--- config.mk ---
export PLATFORM = sky130hd
export DESIGN_NAME = emc_top
export DESIGN_NICKNAME = d
export VERILOG_FILES = /design/src/hdl/emc_pkg.sv /design/src/hdl/emc_map_if.sv /design/src/hdl/emc_overlay_map.sv /design/src/hdl/emc_pin_sync.sv /design/src/hdl/emc_top.sv
export SDC_FILE = /design/constraint.sdc
export NUM_CORES = 1
export LEC_CHECK = 0
export BUFFER_PORTS_ARGS = -buffer_cell sky130_fd_sc_hd__clkbuf_2
export CAP_MARGIN = 40
export CORE_MARGIN = 2
export CORE_UTILIZATION = 50
export CTS_CLUSTER_SIZE = 40
export DETAILED_ROUTE_END_ITERATION = 12
export PLACE_DENSITY = 0.76
export REMOVE_ABC_BUFFERS = 1
export SYNTH_ARGS = -nofsm -noshare
export SYNTH_HDL_FRONTEND = slang
export SYNTH_SLANG_ARGS = --single-unit
--- constraint.sdc ---
create_clock -name ref_clk -period 2.58 [get_ports ref_clk]
set_clock_uncertainty 0.15 [all_clocks]
set_input_delay 0.129 -clock ref_clk [delete_from_list [all_inputs] [get_ports ref_clk]]
set_output_delay 0.129 -clock ref_clk [all_outputs]
set_load 0.01 [all_outputs]
--- src/hdl/emc_pkg.sv ---
// constants and types shared by the external memory controller files
// assumes one 200 MHz clock and a synchronous active-low reset
package emc_pkg;
    localparam int ADDR_W        = 22;           // 4 Mbyte byte space
    localparam int DATA_W        = 16;
    localparam int SEC_LSB       = 14;           // 16 kbyte overlay sections
    localparam int SEC_W         = 3;            // 8 sections span the 128 kbyte code range
    localparam int NSEC          = 8;
    localparam int TOP_W         = 8;            // section number within the 4 Mbyte space
    localparam int CNT_W         = 8;
    localparam int STRAP_BIT     = 0;            // data bus bit sampled during reset
    localparam logic [ADDR_W-1:0] ROM_LIMIT = 22'h001000;
    localparam int CLK_PERIOD_PS = 5000;
    localparam int HOLD_NS       = 20;
    localparam int STROBE_NS     = 40;
    localparam int SLOW_MULT     = 4;
    localparam int HOLD_CYC      = (HOLD_NS * 1000 + CLK_PERIOD_PS - 1) / CLK_PERIOD_PS;
    localparam int STROBE_CYC    = (STROBE_NS * 1000 + CLK_PERIOD_PS - 1) / CLK_PERIOD_PS;
    localparam int SLOW_CYC      = STROBE_CYC * SLOW_MULT;

    typedef enum logic [1:0] {
        EMC_SP_CODE,
        EMC_SP_DATA,
        EMC_SP_CODE_AS_DATA
    } emc_space_e;

    typedef enum logic [1:0] {
        EMC_ORG_X8,
        EMC_ORG_TWO_X8,
        EMC_ORG_X16
    } emc_org_e;

    typedef enum logic [1:0] {
        EMC_ST_IDLE,
        EMC_ST_SETUP,
        EMC_ST_STROBE,
        EMC_ST_HOLD
    } emc_state_e;
endpackage

--- src/hdl/emc_map_if.sv ---
// request to address-translation link inside the memory controller
// assumes the translation is purely combinational
`timescale 1ns/10ps
interface emc_map_if;
    import emc_pkg::*;
    emc_space_e               space;
    logic [ADDR_W-1:0]        addr;
    logic [NSEC-1:0]          overlay_en;
    logic [TOP_W-1:0]         top_sec;
    logic                     to_data_cs;
    logic [ADDR_W-1:0]        phys;
    logic                     refused;

    modport req (output space, addr, overlay_en, top_sec, input to_data_cs, phys, refused);
    modport map (input space, addr, overlay_en, top_sec, output to_data_cs, phys, refused);
endinterface

--- src/hdl/emc_overlay_map.sv ---
// code-space overlay translation and chip select choice
// assumes the requester holds its inputs stable while it samples the results
`timescale 1ns/10ps
module emc_overlay_map (
    emc_map_if.map m
);
    import emc_pkg::*;

    logic [SEC_W-1:0] sec;
    logic             ovl;

    always_comb begin
        sec          = m.addr[SEC_LSB +: SEC_W];
        ovl          = m.overlay_en[sec];
        m.to_data_cs = 1'b1;
        m.phys       = m.addr;
        m.refused    = 1'b0;
        if (m.space != EMC_SP_DATA) begin
            // internal rom is not visible through the data window
            m.refused = (m.space == EMC_SP_CODE_AS_DATA) && (m.addr < ROM_LIMIT);
            if (ovl) begin
                // top code section lands on the top ram section, lower ones grow down
                m.phys = {TOP_W'(m.top_sec - TOP_W'(NSEC - 1 - int'(sec))),
                          m.addr[SEC_LSB-1:0]};
            end else begin
                m.to_data_cs = 1'b0;
                m.phys       = {{(ADDR_W-SEC_LSB-SEC_W){1'b0}}, m.addr[SEC_LSB+SEC_W-1:0]};
            end
        end
    end
endmodule // emc_overlay_map

--- src/hdl/emc_pin_sync.sv ---
// data bus input synchroniser and reset-time strap capture
// assumes the data pins are asynchronous to ref_clk
`timescale 1ns/10ps
module emc_pin_sync (
    input  wire logic                       ref_clk,
    input  wire logic                       resetn,
    input  wire logic [emc_pkg::DATA_W-1:0] mem_data_i,
    output logic      [emc_pkg::DATA_W-1:0] data_sync,
    output logic                            strap_single16
);
    import emc_pkg::*;

    logic [DATA_W-1:0] meta_r;
    logic [DATA_W-1:0] sync_r;
    logic              memory_data_strap_r;
    logic              memory_data_strap_nxt;

    // strap follows the pin while reset is held and freezes at release
    always_comb begin
        memory_data_strap_nxt = memory_data_strap_r;
        if (!resetn) begin
            memory_data_strap_nxt = sync_r[STRAP_BIT];
        end
    end

    // no reset on the synchroniser so the strap sees the live pin during reset
    always_ff @(posedge ref_clk) begin
        meta_r              <= mem_data_i;
        sync_r              <= meta_r;
        memory_data_strap_r <= memory_data_strap_nxt;
    end

    assign data_sync      = sync_r;
    assign strap_single16 = memory_data_strap_r;
endmodule // emc_pin_sync

--- src/hdl/emc_top.sv ---
// external memory controller: code and data chip selects, overlay, 8/16-bit pin modes
// assumes the requester holds req and its fields until ack, and config is quasi-static
//
// Functional notes
// - One chip select serves code space and a separate one serves data space.
// - Up to four megabytes of external memory are addressed.
// - RAM can overlay code space in 16 kbyte sections, top of memory downward, up to 128 kbyte.
// - Code space reads as data through the overlay, except the internal rom, which is refused.
// - Strobes run slow or at the normal rate as fast_rate stands when each access starts, the first after reset included.
// - Code space and data space each are 8 or 16 bits wide, independently.
// - Whether a 16-bit data space is one x16 part or two x8 parts comes from a data bus strap caught during reset.
// - An 8-bit access drives the shared pin as address bit 0, one write strobe, oe for reads.
// - A 16-bit space of two x8 parts uses the shared pin as high write and the low strobe as low write.
// - A single x16 part uses the shared pin and the low enable pin as byte enables, one write strobe.
// - Pin functions follow the accessed space on every cycle, with no outside logic.
`timescale 1ns/10ps
module emc_top (
    input  wire logic                       ref_clk,
    input  wire logic                       resetn,
    input  wire logic                       req,
    input  wire emc_pkg::emc_space_e        req_space,
    input  wire logic                       req_we,
    input  wire logic [emc_pkg::ADDR_W-1:0] req_addr,
    input  wire logic [1:0]                 req_be,
    input  wire logic [emc_pkg::DATA_W-1:0] req_wdata,
    output logic                            ack,
    output logic                            err,
    output logic      [emc_pkg::DATA_W-1:0] rdata,
    input  wire logic                       code_wide16,
    input  wire logic                       data_wide16,
    input  wire logic                       code_single16,
    input  wire logic                       fast_rate,
    input  wire logic [emc_pkg::NSEC-1:0]   overlay_en,
    input  wire logic [emc_pkg::TOP_W-1:0]  data_top_sec,
    output logic                            code_cs_n,
    output logic                            data_cs_n,
    output logic      [emc_pkg::ADDR_W-1:1] mem_addr,
    output logic                            addr_lsb_or_high_byte_strobe,
    output logic                            low_write_strobe_n,
    output logic                            read_output_enable_n,
    output logic                            low_byte_enable_pin_n,
    output logic      [emc_pkg::DATA_W-1:0] mem_data_o,
    output logic                            mem_data_oe,
    input  wire logic [emc_pkg::DATA_W-1:0] mem_data_i
);
    import emc_pkg::*;

    ////////////////////////////////////////////////////////////////////////////
    emc_state_e        st_r,     st_nxt;
    emc_org_e          org_r,    org_nxt;
    logic [CNT_W-1:0]  cnt_r,    cnt_nxt;
    logic              ack_r,    ack_nxt;
    logic              err_r,    err_nxt;
    logic [DATA_W-1:0] rdata_r,  rdata_nxt;
    logic              ccs_n_r,  ccs_n_nxt;
    logic              dcs_n_r,  dcs_n_nxt;
    logic [ADDR_W-1:1] addr_r,   addr_nxt;
    logic              shared_r, shared_nxt;
    logic              we_n_r,   we_n_nxt;
    logic              oe_n_r,   oe_n_nxt;
    logic              lbe_n_r,  lbe_n_nxt;
    logic [DATA_W-1:0] dout_r,   dout_nxt;
    logic              doe_r,    doe_nxt;
    logic              we_r,     we_nxt;
    logic [1:0]        be_r,     be_nxt;
    logic [DATA_W-1:0] wdata_r,  wdata_nxt;
    logic              hi_r,     hi_nxt;
    logic              fast_r,   fast_nxt;
    logic [DATA_W-1:0] data_sync;
    logic              strap_single16;
    logic              take;

    emc_map_if mif ();

    assign mif.space      = req_space;
    assign mif.addr       = req_addr;
    assign mif.overlay_en = overlay_en;
    assign mif.top_sec    = data_top_sec;

    emc_overlay_map u_map (
        .m (mif)
    );

    emc_pin_sync u_sync (
        .ref_clk        (ref_clk),
        .resetn         (resetn),
        .mem_data_i     (mem_data_i),
        .data_sync      (data_sync),
        .strap_single16 (strap_single16)
    );

    ////////////////////////////////////////////////////////////////////////////
    // organisation of whichever space the access lands in; one per space
    function automatic emc_org_e org_of(input logic to_data, input logic cw, input logic dw,
                                        input logic cs16, input logic ds16);
        logic wide;
        logic single;
        wide   = to_data ? dw : cw;
        single = to_data ? ds16 : cs16;
        if (!wide) begin
            org_of = EMC_ORG_X8;
        end else if (single) begin
            org_of = EMC_ORG_X16;
        end else begin
            org_of = EMC_ORG_TWO_X8;
        end
    endfunction

    // idle level of the shared pin during setup and hold
    function automatic logic shared_idle(input emc_org_e org, input logic hi, input logic [1:0] be);
        case (org)
            EMC_ORG_X8:  shared_idle = hi;     // address bit 0
            EMC_ORG_X16: shared_idle = !be[1]; // upper byte enable
            default:     shared_idle = 1'b1;   // high write strobe parked
        endcase
    endfunction

    function automatic logic [DATA_W-1:0] lane_out(input emc_org_e org, input logic hi,
                                                   input logic [DATA_W-1:0] wd);
        if (org == EMC_ORG_X8) begin
            lane_out = {8'h00, hi ? wd[15:8] : wd[7:0]};
        end else begin
            lane_out = wd;
        end
    endfunction

    ////////////////////////////////////////////////////////////////////////////
    assign take = req && !ack_r && !err_r;

    always_comb begin
        st_nxt     = st_r;
        org_nxt    = org_r;
        cnt_nxt    = cnt_r;
        ack_nxt    = 1'b0;
        err_nxt    = 1'b0;
        rdata_nxt  = rdata_r;
        ccs_n_nxt  = ccs_n_r;
        dcs_n_nxt  = dcs_n_r;
        addr_nxt   = addr_r;
        shared_nxt = shared_r;
        we_n_nxt   = we_n_r;
        oe_n_nxt   = oe_n_r;
        lbe_n_nxt  = lbe_n_r;
        dout_nxt   = dout_r;
        doe_nxt    = doe_r;
        we_nxt     = we_r;
        be_nxt     = be_r;
        wdata_nxt  = wdata_r;
        hi_nxt     = hi_r;
        fast_nxt   = fast_r;
        case (st_r)
            EMC_ST_IDLE: begin
                if (take && mif.refused) begin
                    err_nxt = 1'b1;
                    ack_nxt = 1'b1;
                end else if (take) begin
                    // cs and address go out a cycle ahead of any strobe
                    org_nxt    = org_of(mif.to_data_cs, code_wide16, data_wide16,
                                        code_single16, strap_single16);
                    ccs_n_nxt  = mif.to_data_cs;
                    dcs_n_nxt  = !mif.to_data_cs;
                    addr_nxt   = mif.phys[ADDR_W-1:1];
                    hi_nxt     = (org_nxt == EMC_ORG_X8) && (mif.phys[0] || req_be == 2'b10);
                    shared_nxt = shared_idle(org_nxt, hi_nxt, req_be);
                    lbe_n_nxt  = !((org_nxt == EMC_ORG_X16) && req_be[0]);
                    dout_nxt   = lane_out(org_nxt, hi_nxt, req_wdata);
                    doe_nxt    = req_we;
                    we_nxt     = req_we;
                    be_nxt     = req_be;
                    wdata_nxt  = req_wdata;
                    rdata_nxt  = '0;
                    fast_nxt   = fast_rate;
                    st_nxt     = EMC_ST_SETUP;
                end
            end
            EMC_ST_SETUP: begin
                cnt_nxt = fast_r ? CNT_W'(STROBE_CYC - 1) : CNT_W'(SLOW_CYC - 1);
                st_nxt  = EMC_ST_STROBE;
                if (!we_r) begin
                    oe_n_nxt = 1'b0;
                end else if (org_r == EMC_ORG_TWO_X8) begin
                    we_n_nxt   = !be_r[0];
                    shared_nxt = !be_r[1];
                end else begin
                    we_n_nxt = 1'b0;
                end
            end
            EMC_ST_STROBE: begin
                if (cnt_r == '0) begin
                    oe_n_nxt   = 1'b1;
                    we_n_nxt   = 1'b1;
                    shared_nxt = shared_idle(org_r, hi_r, be_r);
                    cnt_nxt    = CNT_W'(HOLD_CYC - 1);
                    st_nxt     = EMC_ST_HOLD;
                    // synchronised bus reflects the pins two cycles back, well inside the strobe
                    if (!we_r && org_r != EMC_ORG_X8) begin
                        rdata_nxt = data_sync;
                    end else if (!we_r && hi_r) begin
                        rdata_nxt[15:8] = data_sync[7:0];
                    end else if (!we_r) begin
                        rdata_nxt[7:0] = data_sync[7:0];
                    end
                end else begin
                    cnt_nxt = cnt_r - 1'b1;
                end
            end
            EMC_ST_HOLD: begin
                if (cnt_r != '0) begin
                    cnt_nxt = cnt_r - 1'b1;
                end else if (org_r == EMC_ORG_X8 && !hi_r && be_r == 2'b11) begin
                    // high byte of a word on an 8-bit space, chip select kept low
                    hi_nxt     = 1'b1;
                    shared_nxt = 1'b1;
                    dout_nxt   = lane_out(org_r, 1'b1, wdata_r);
                    st_nxt     = EMC_ST_SETUP;
                end else begin
                    ccs_n_nxt  = 1'b1;
                    dcs_n_nxt  = 1'b1;
                    lbe_n_nxt  = 1'b1;
                    shared_nxt = 1'b1;
                    doe_nxt    = 1'b0;
                    ack_nxt    = 1'b1;
                    st_nxt     = EMC_ST_IDLE;
                end
            end
            default: begin
                st_nxt = EMC_ST_IDLE;
            end
        endcase
    end

    always_ff @(posedge ref_clk) begin
        if (!resetn) begin
            st_r     <= EMC_ST_IDLE;
            org_r    <= EMC_ORG_X8;
            cnt_r    <= '0;
            ack_r    <= 1'b0;
            err_r    <= 1'b0;
            rdata_r  <= '0;
            ccs_n_r  <= 1'b1;
            dcs_n_r  <= 1'b1;
            addr_r   <= '0;
            shared_r <= 1'b1;
            we_n_r   <= 1'b1;
            oe_n_r   <= 1'b1;
            lbe_n_r  <= 1'b1;
            dout_r   <= '0;
            doe_r    <= 1'b0;
            we_r     <= 1'b0;
            be_r     <= '0;
            wdata_r  <= '0;
            hi_r     <= 1'b0;
            fast_r   <= 1'b0;
        end else begin
            st_r     <= st_nxt;
            org_r    <= org_nxt;
            cnt_r    <= cnt_nxt;
            ack_r    <= ack_nxt;
            err_r    <= err_nxt;
            rdata_r  <= rdata_nxt;
            ccs_n_r  <= ccs_n_nxt;
            dcs_n_r  <= dcs_n_nxt;
            addr_r   <= addr_nxt;
            shared_r <= shared_nxt;
            we_n_r   <= we_n_nxt;
            oe_n_r   <= oe_n_nxt;
            lbe_n_r  <= lbe_n_nxt;
            dout_r   <= dout_nxt;
            doe_r    <= doe_nxt;
            we_r     <= we_nxt;
            be_r     <= be_nxt;
            wdata_r  <= wdata_nxt;
            hi_r     <= hi_nxt;
            fast_r   <= fast_nxt;
        end
    end

    assign ack                          = ack_r;
    assign err                          = err_r;
    assign rdata                        = rdata_r;
    assign code_cs_n                    = ccs_n_r;
    assign data_cs_n                    = dcs_n_r;
    assign mem_addr                     = addr_r;
    assign addr_lsb_or_high_byte_strobe = shared_r;
    assign low_write_strobe_n           = we_n_r;
    assign read_output_enable_n         = oe_n_r;
    assign low_byte_enable_pin_n        = lbe_n_r;
    assign mem_data_o                   = dout_r;
    assign mem_data_oe                  = doe_r;

    ////////////////////////////////////////////////////////////////////////////
    logic             cs_act;
    logic             strobe_act;
    logic [CNT_W-1:0] slen_r;
    logic [CNT_W-1:0] slen_nxt;

    assign cs_act     = !ccs_n_r || !dcs_n_r;
    assign strobe_act = !oe_n_r || !we_n_r || (org_r == EMC_ORG_TWO_X8 && !shared_r);
    assign slen_nxt   = strobe_act ? CNT_W'(slen_r + 1'b1) : '0;

    always_ff @(posedge ref_clk) begin
        if (!resetn) begin
            slen_r <= '0;
        end else begin
            slen_r <= slen_nxt;
        end
    end
endmodule // emc_top

==> flow_metrics.tcl, run 1 <==
set metrics [dict create \
    outcome "complete, but fails checks" \
    failed_checks "negative setup slack" \
    clk_pin_slew_worst_paths_ns 0.06 \
    place.port_buffers 143 \
    gp_congestion 0.925 \
    crit_path_frequent_cell "sky130_fd_sc_hd__dlygate4sd3_1" \
    clkLatencyLatePin_ns 0.52 \
    setup.worst_path.class "input pin to register" \
    m3_gr_usage_pct 6.94 \
    synth_edf_count 1 \
    synth_top_family_by_area "simple AND/OR/NAND/NOR gates" \
    synth_xor_xnor_area_share_pct 1.41 \
    type_of_element_capturing_the_critical_path "register" \
    max_cap_violations 0 \
    post-route-cell-area_mm2 0.00774 \
    grt_antenna_before_repair 0 \
    synth_async_sr_flop_share_pct 0 \
    clock_path_buffers 2 \
    timing.hold.worst.class "input pin to register" \
    hpwlAfterDp_mm 10.6 \
    global_route.usage.met2_pct 48.0 \
    yosys.area.top_type "sky130_fd_sc_hd__dfxtp_1" \
    cts_made_buffers 17 \
    dr.first_iter.drc_count 393 \
    synthesis.instances 640 \
    worst_r2r_startpoint "st_r[1]" \
    critical_path.endpoint "mem_addr[19]" \
    critPathLaunch "req_space[0]" \
    yosysWarnings 0 \
    reg2reg_slack_ns 0.18 \
    clk_root_buffer_cell "sky130_fd_sc_hd__clkbuf_8" \
    finalWorstSetupSlack_ns -0.0636 \
    grt_pass1_vias 5565 \
    power_leakage_nw 3.42 \
    timing.final.crit_period_ns 2.64 \
    synthAdderAreaFrac_pct 2.60 \
    initial_core_util_pct 51.3 \
    multiInputGateArea_mm2 0.00287 \
    wl_per_cell_um 17.0 \
    timing.final.max_slew_violations 0 \
    synth_top_area_share_pct 45.5 \
    drcViolationCount 0 \
    crit-reg2reg-capture "wdata_r[0]" \
    io-pin-count 144 \
    yosys.cell_types.count 61 \
    postSynthRegisterBits 128 \
    core_mm2 0.0109 \
    filler_cell_count 812 \
    worst_hold_path.num_cells 4 \
    ant_nets 0 \
    die-height_um 110 \
    min_from "code_wide16" \
    antenna-diode-count 0 \
    tritoncts "built" \
    synth.avg_cell_area_um2 8.73 \
    placed_cell_area_mm2 0.00646 \
    grt_overflow_total 0 \
    dr_total_vias 5715 \
    synthSimpleGateAreaFrac_pct 24.6 \
    areaGrowthSynthToFinish_pct 38.5 \
    max_freq_ghz 0.378 \
    synth-compound-area-share_pct 16.3 \
    p_per_area_mw_per_mm2 1010 \
    worstSetupStartpointType "input pin" \
    die_width_um 110 \
    post_synthesis_cell_area_mm2 0.00559 \
    detail_route.vias_per_cell 5.74 \
    worstPathMaxFanout 8 \
    cp.required_ns 2.84 \
    tritoncts_num_sinks 128 \
    critical_path_arrival_ns 2.90 \
    drive_gt1_share_pct 26.3 \
    largest_net_degree_at_the_start_of_global_routing 52 \
    ff2ff_path_depth 9 \
    synth.yosys.seq_area_share_pct 46.0 \
    wirelength_mm 16.9 \
    cts_htree_levels 4 \
    tightestPinTransition_ns 0.834 \
    placed_instances 898 \
    grt_first_pass_wirelength_mm 26.3 \
    worst_path_max_delay_cell "sky130_fd_sc_hd__nor2b_1" \
    register_area_mm2 0.00257 \
    synth.top_cells.by_area "sky130_fd_sc_hd__dfxtp_1, sky130_fd_sc_hd__nand2_1, sky130_fd_sc_hd__a21oi_1, sky130_fd_sc_hd__mux2i_1, sky130_fd_sc_hd__nand3_1" \
    cell_chain_of_the_critical_path "dlygate4sd3_1 > clkbuf_2 > nor2b_1 > nor2_1 > a221oi_1 > dlygate4sd3_1 > nor3_1" \
    finalNonFillerCells 996 \
    cp_top_family "buffers and inverters" \
    worst_ir_drop_vdd_mv 0.506 \
    worstSetupPathDepth 7 \
    gr-usage-met1_pct 32.2 \
    buffer_and_inverter_count_on_the_worst_path 3 \
    max_slew_margin_pct 44.3 \
    synth.area.mux_share_pct 4.70 \
    final.period_utilization_pct 102 \
    total_count_of_hold_check_failures_in_the_final_report 0 \
    setup_violations 2 \
    final_nets 937 \
    die_area_mm2 0.0120 \
    grt_util_all_layers_pct 28.2 \
    synth_flop_cell "sky130_fd_sc_hd__dfxtp_1" \
    grt-busiest-layer "met2" \
    drt-pass1-iter-count 5 \
    row_count 38 \
    slowest_delay_ns 0.68 \
]
-- cells in the mapped netlist, types with 2 or more instances --
cell and n:
sky130_fd_sc_hd__dfxtp_1 127, sky130_fd_sc_hd__nand2_1 108, sky130_fd_sc_hd__a21oi_1 73, sky130_fd_sc_hd__nor2_1 42, sky130_fd_sc_hd__nand3_1 39, sky130_fd_sc_hd__clkbuf_1 30, sky130_fd_sc_hd__mux2i_1 24, sky130_fd_sc_hd__nand4_1 18
sky130_fd_sc_hd__and4b_1 17, sky130_fd_sc_hd__o21ai_0 16, sky130_fd_sc_hd__inv_1 15, sky130_fd_sc_hd__o21ai_2 11, sky130_fd_sc_hd__ha_1 10, sky130_fd_sc_hd__nor3_1 10, sky130_fd_sc_hd__buf_2 8, sky130_fd_sc_hd__o311ai_1 8
sky130_fd_sc_hd__xor2_1 8, sky130_fd_sc_hd__a211oi_1 6, sky130_fd_sc_hd__a221oi_1 5, sky130_fd_sc_hd__nand3b_1 4, sky130_fd_sc_hd__nor2b_1 4, sky130_fd_sc_hd__nor4_1 4, sky130_fd_sc_hd__a21o_1 3, sky130_fd_sc_hd__and2_1 3
sky130_fd_sc_hd__buf_6 3, sky130_fd_sc_hd__a311oi_1 2, sky130_fd_sc_hd__a31oi_1 2, sky130_fd_sc_hd__and3_1 2, sky130_fd_sc_hd__and4_1 2, sky130_fd_sc_hd__nand2b_1 2, sky130_fd_sc_hd__nor3b_1 2, sky130_fd_sc_hd__o22ai_1 2
sky130_fd_sc_hd__o311ai_0 2
-- logic make-up after synthesis --
logic type                 Yosys count
and+or+nand+nor                    270
AOI/OAI and AO/OA                  141
DFF                                128
buffers and inverters               56
muxes                               25
adders and majority gates           11
xor gates and xnor gates             9
-- power breakdown --
part           switching [mW]  internal (mW)  total, mW
Combinational            1.90           1.17       3.06
Sequential              0.285           2.36       2.65
Clock                   0.933           1.19       2.12
Total                    3.11           4.72       7.83
-- metrics by stage --
step	power, mW	utilization [%]	hold WS, ns	TNS [ns]	worst slack [ns]
after floorplan	4.47	-	0.00672	-3.94	-0.382
final	7.83	71.1	0.0512	-0.0693	-0.0636
after CTS	7.76	70.5	0.0115	0	0.0637
after detailed placement	5.53	59.3	0.0829	0	0.116
after global routing	8.26	71.1	0.0541	-0.0342	-0.0342
after global placement	5.40	59.3	0.0819	0	0.228
-- registers in the layout (all words and copies together), names as in the netlist, 2 cells and up --
signal	flops
u_sync.data_sync	16
org_r	2
mem_data_o	16
be_r	2
u_sync.meta_r	16
mem_addr	21
cnt_r	8
st_r	2
rdata	16
wdata_r	16
-- per-layer routing --
metal	vias to the layer above	part of all wire [%]
li1	2695	-
met1	2674	39
met2	280	49
met3	66	7.2
met4	0	4.2
met5	-	0
-- worst reg2reg max path: stages (launching register included) --
cell and delay (ns):
sky130_fd_sc_hd__dfxtp_1 0.35, sky130_fd_sc_hd__inv_1 0.11, sky130_fd_sc_hd__ha_1 0.17, sky130_fd_sc_hd__buf_4 0.17
sky130_fd_sc_hd__nand2_2 0.08, sky130_fd_sc_hd__nor2_4 0.33, sky130_fd_sc_hd__buf_12 0.25, sky130_fd_sc_hd__nand2_1 0.07
sky130_fd_sc_hd__a21oi_1 0.11, sky130_fd_sc_hd__dlygate4sd3_1 0.55
-- how the worst min path moves through the flow --
stage | end | slack [ns]
2_1_floorplan | u_sync.meta_r[0] | 0.007
6_report | org_r[0] | 0.05
3_3_place_gp | u_sync.meta_r[2] | 0.08
3_5_place_dp | u_sync.meta_r[15] | 0.08
5_1_grt | org_r[0] | 0.05
4_1_cts | mem_addr[17] | 0.01
-- area by class of cell --
type / instances / share of cell area, %
Clock buffer: 18 / 5.40
Multi-Input combinational cell: 456 / 37.1
Tap cell: 140 / 2.26
Clock inverter: 13 / 1.32
Timing Repair Buffer: 226 / 20.0
Inverter: 15 / 0.727
Sequential cell: 128 / 33.2
-- layout by cell type (no fill, tap or decap), types with 17 or more instances in the layout --
cell                            count
sky130_fd_sc_hd__mux2i_1           24
sky130_fd_sc_hd__clkbuf_2         141
sky130_fd_sc_hd__dfxtp_1          127
sky130_fd_sc_hd__nor2_1            41
sky130_fd_sc_hd__nand4_1           18
sky130_fd_sc_hd__and4b_1           17
sky130_fd_sc_hd__a21oi_1           72
sky130_fd_sc_hd__nand3_1           38
sky130_fd_sc_hd__dlygate4sd3_1     67
sky130_fd_sc_hd__nand2_1          107
-- timing repair --
item,CTS,global route
resized for setup,0,17
buffers inserted,0,0
hold buffers,70,0
setup endpoints to repair,0,21
hold endpoints to repair,88,0
Power figures use the tool's default switching activity.
==> inputs of run 2 (changes only) <==
--- a/config.mk
+++ b/config.mk
@@ -11,7 +11,7 @@
 export CORE_UTILIZATION = 50
 export CTS_CLUSTER_SIZE = 40
 export DETAILED_ROUTE_END_ITERATION = 12
-export PLACE_DENSITY = 0.76
+export PLACE_DENSITY_LB_ADDON = 0.25
 export REMOVE_ABC_BUFFERS = 1
 export SYNTH_ARGS = -nofsm -noshare
 export SYNTH_HDL_FRONTEND = slang
==> flow_metrics.tcl, run 2 (same netlist as run 1, synthesis figures left out) <==
set metrics [dict create \
    outcome "finished, final reports clean" \
    p_per_area_mw_per_mm2 1010 \
    post-route-cell-area_mm2 0.00779 \
    clk_pin_slew_worst_paths_ns 0.06 \
    hpwlAfterDp_mm 10.4 \
    timing.final.crit_period_ns 2.48 \
    grt_overflow_total 0 \
    cts_made_buffers 17 \
    worstPathMaxFanout 31 \
    clock_path_buffers 2 \
    place.port_buffers 143 \
    drcViolationCount 0 \
    placed_cell_area_mm2 0.00647 \
    max_slew_margin_pct 60.8 \
    cp.required_ns 2.85 \
    antenna-diode-count 0 \
    grt_antenna_before_repair 0 \
    timing.hold.worst.class "input pin to register" \
    mostFrequentLayoutCell "sky130_fd_sc_hd__clkbuf_2" \
    final_cell_mix "sky130_fd_sc_hd__clkbuf_2, sky130_fd_sc_hd__dfxtp_1, sky130_fd_sc_hd__nand2_1, sky130_fd_sc_hd__a21oi_1, sky130_fd_sc_hd__dlygate4sd3_1" \
    largest_net_degree_at_the_start_of_global_routing 52 \
    largest_register_ffs 21 \
    clkLatencyLatePin_ns 0.54 \
    critical_path_arrival_ns 2.75 \
    worstSetupStartpointType "input pin" \
    pre_cts_slack_ns 0.223 \
    die_area_mm2 0.0120 \
    tritoncts "built" \
    detail_route.vias_per_cell 5.57 \
    ant_nets 0 \
    initial_core_util_pct 51.3 \
    max_freq_ghz 0.402 \
    worst_ir_drop_vdd_mv 0.731 \
    grt_first_pass_wirelength_mm 25.4 \
    filler_cell_count 851 \
    max_cap_violations 0 \
    final.period_utilization_pct 96.3 \
    grt_pass1_vias 5393 \
    row_count 38 \
    drive_gt1_share_pct 25.5 \
    dr.first_iter.drc_count 373 \
    setup_violations 0 \
    type_of_element_capturing_the_critical_path "register" \
    final_nets 948 \
    cts_htree_levels 4 \
    grt_util_all_layers_pct 27.4 \
    gp_congestion 0.872 \
    core_mm2 0.0109 \
    wl_per_cell_um 15.8 \
    areaGrowthSynthToFinish_pct 39.3 \
    io-pin-count 144 \
    drt-pass1-iter-count 7 \
    total_count_of_hold_check_failures_in_the_final_report 0 \
    die-height_um 110 \
    timing.final.max_slew_violations 0 \
    finalWorstSetupSlack_ns 0.0954 \
    wirelength_mm 15.9 \
    clk_root_buffer_cell "sky130_fd_sc_hd__clkbuf_8" \
    final_core_utilization_pct 71.5 \
    tightestPinTransition_ns 0.583 \
    die_width_um 110 \
    dr_total_vias 5602 \
    power_leakage_nw 3.47 \
    setup.worst_path.class "input pin to register" \
    totalNegativeSetupSlack_ns 0 \
    tritoncts_num_sinks 128 \
    p_total_mw 7.87 \
]
-- run 2: layout make-up --
class                   count  area (um^2)  share of cell area, %
repair buffers            237         1620                   20.9
well taps                 140          175                   2.25
inverters                  15         56.3                  0.723
multi-input cells         456         2810                   36.1
flip-flops and latches    128         2570                   33.0
clock inverters            11          116                   1.49
clock buffers              19          432                   5.54
-- run 2: through the flow --
step           hold slack [ns]  instances
2_1_floorplan          0.00672        599
3_3_place_gp            0.0815        901
3_5_place_dp            0.0829        901
4_1_cts                 0.0254       1005
5_1_grt                 0.0605       1006
6_report                0.0314       1006
-- run 2: power breakdown --
group          internal (mW)  switching, mW  total, mW
Clock                   1.38          0.852       2.23
Sequential              2.36          0.275       2.64
Combinational           1.18           1.82       3.00
Total                   4.92           2.94       7.87
-- run 2: worst max-delay path, cell delays in order --
cell                            delay, ns
sky130_fd_sc_hd__dlygate4sd3_1       0.55
sky130_fd_sc_hd__clkbuf_2            0.17
sky130_fd_sc_hd__nor4_1              0.52
sky130_fd_sc_hd__and3_1              0.36
sky130_fd_sc_hd__nor2_4              0.08
sky130_fd_sc_hd__buf_12              0.17
sky130_fd_sc_hd__nand2_1             0.07
sky130_fd_sc_hd__a21oi_1             0.07
sky130_fd_sc_hd__dlygate4sd3_1       0.62
-- run 2: path summary, 6_finish.rpt --
| path | end | start | slack, ns | depth (start not counted) |
|---|---|---|---|---|
| max | mem_addr[13] | req_addr[16] | 0.1 | 9 |
| min reg2reg | u_sync.data_sync[10] | u_sync.meta_r[10] | 0.18 | 0 |
| max reg2reg | mem_addr[13] | st_r[0] | 0.14 | 9 |
| min | mem_addr[15] | req_addr[15] | 0.03 | 3 |
-- run 2: timing repair --
| item | CTS | global route |
|---|---|---|
| setup buffers | 0 | 2 |
| endpoints found under the hold margin | 86 | 0 |
| resized for setup | 0 | 4 |
| hold buffers | 74 | 0 |
| setup endpoints to repair | 0 | 4 |
-- run 2: layer usage --
metal / global-route usage, % / share of wire (%) / up-vias
li1: - / - / 2713
met1: 31.5 / 42 / 2634
met2: 46.7 / 49 / 204
met3: 6.88 / 5.5 / 51
met4: 14.5 / 3.6 / 0
met5: 0 / 0 / -
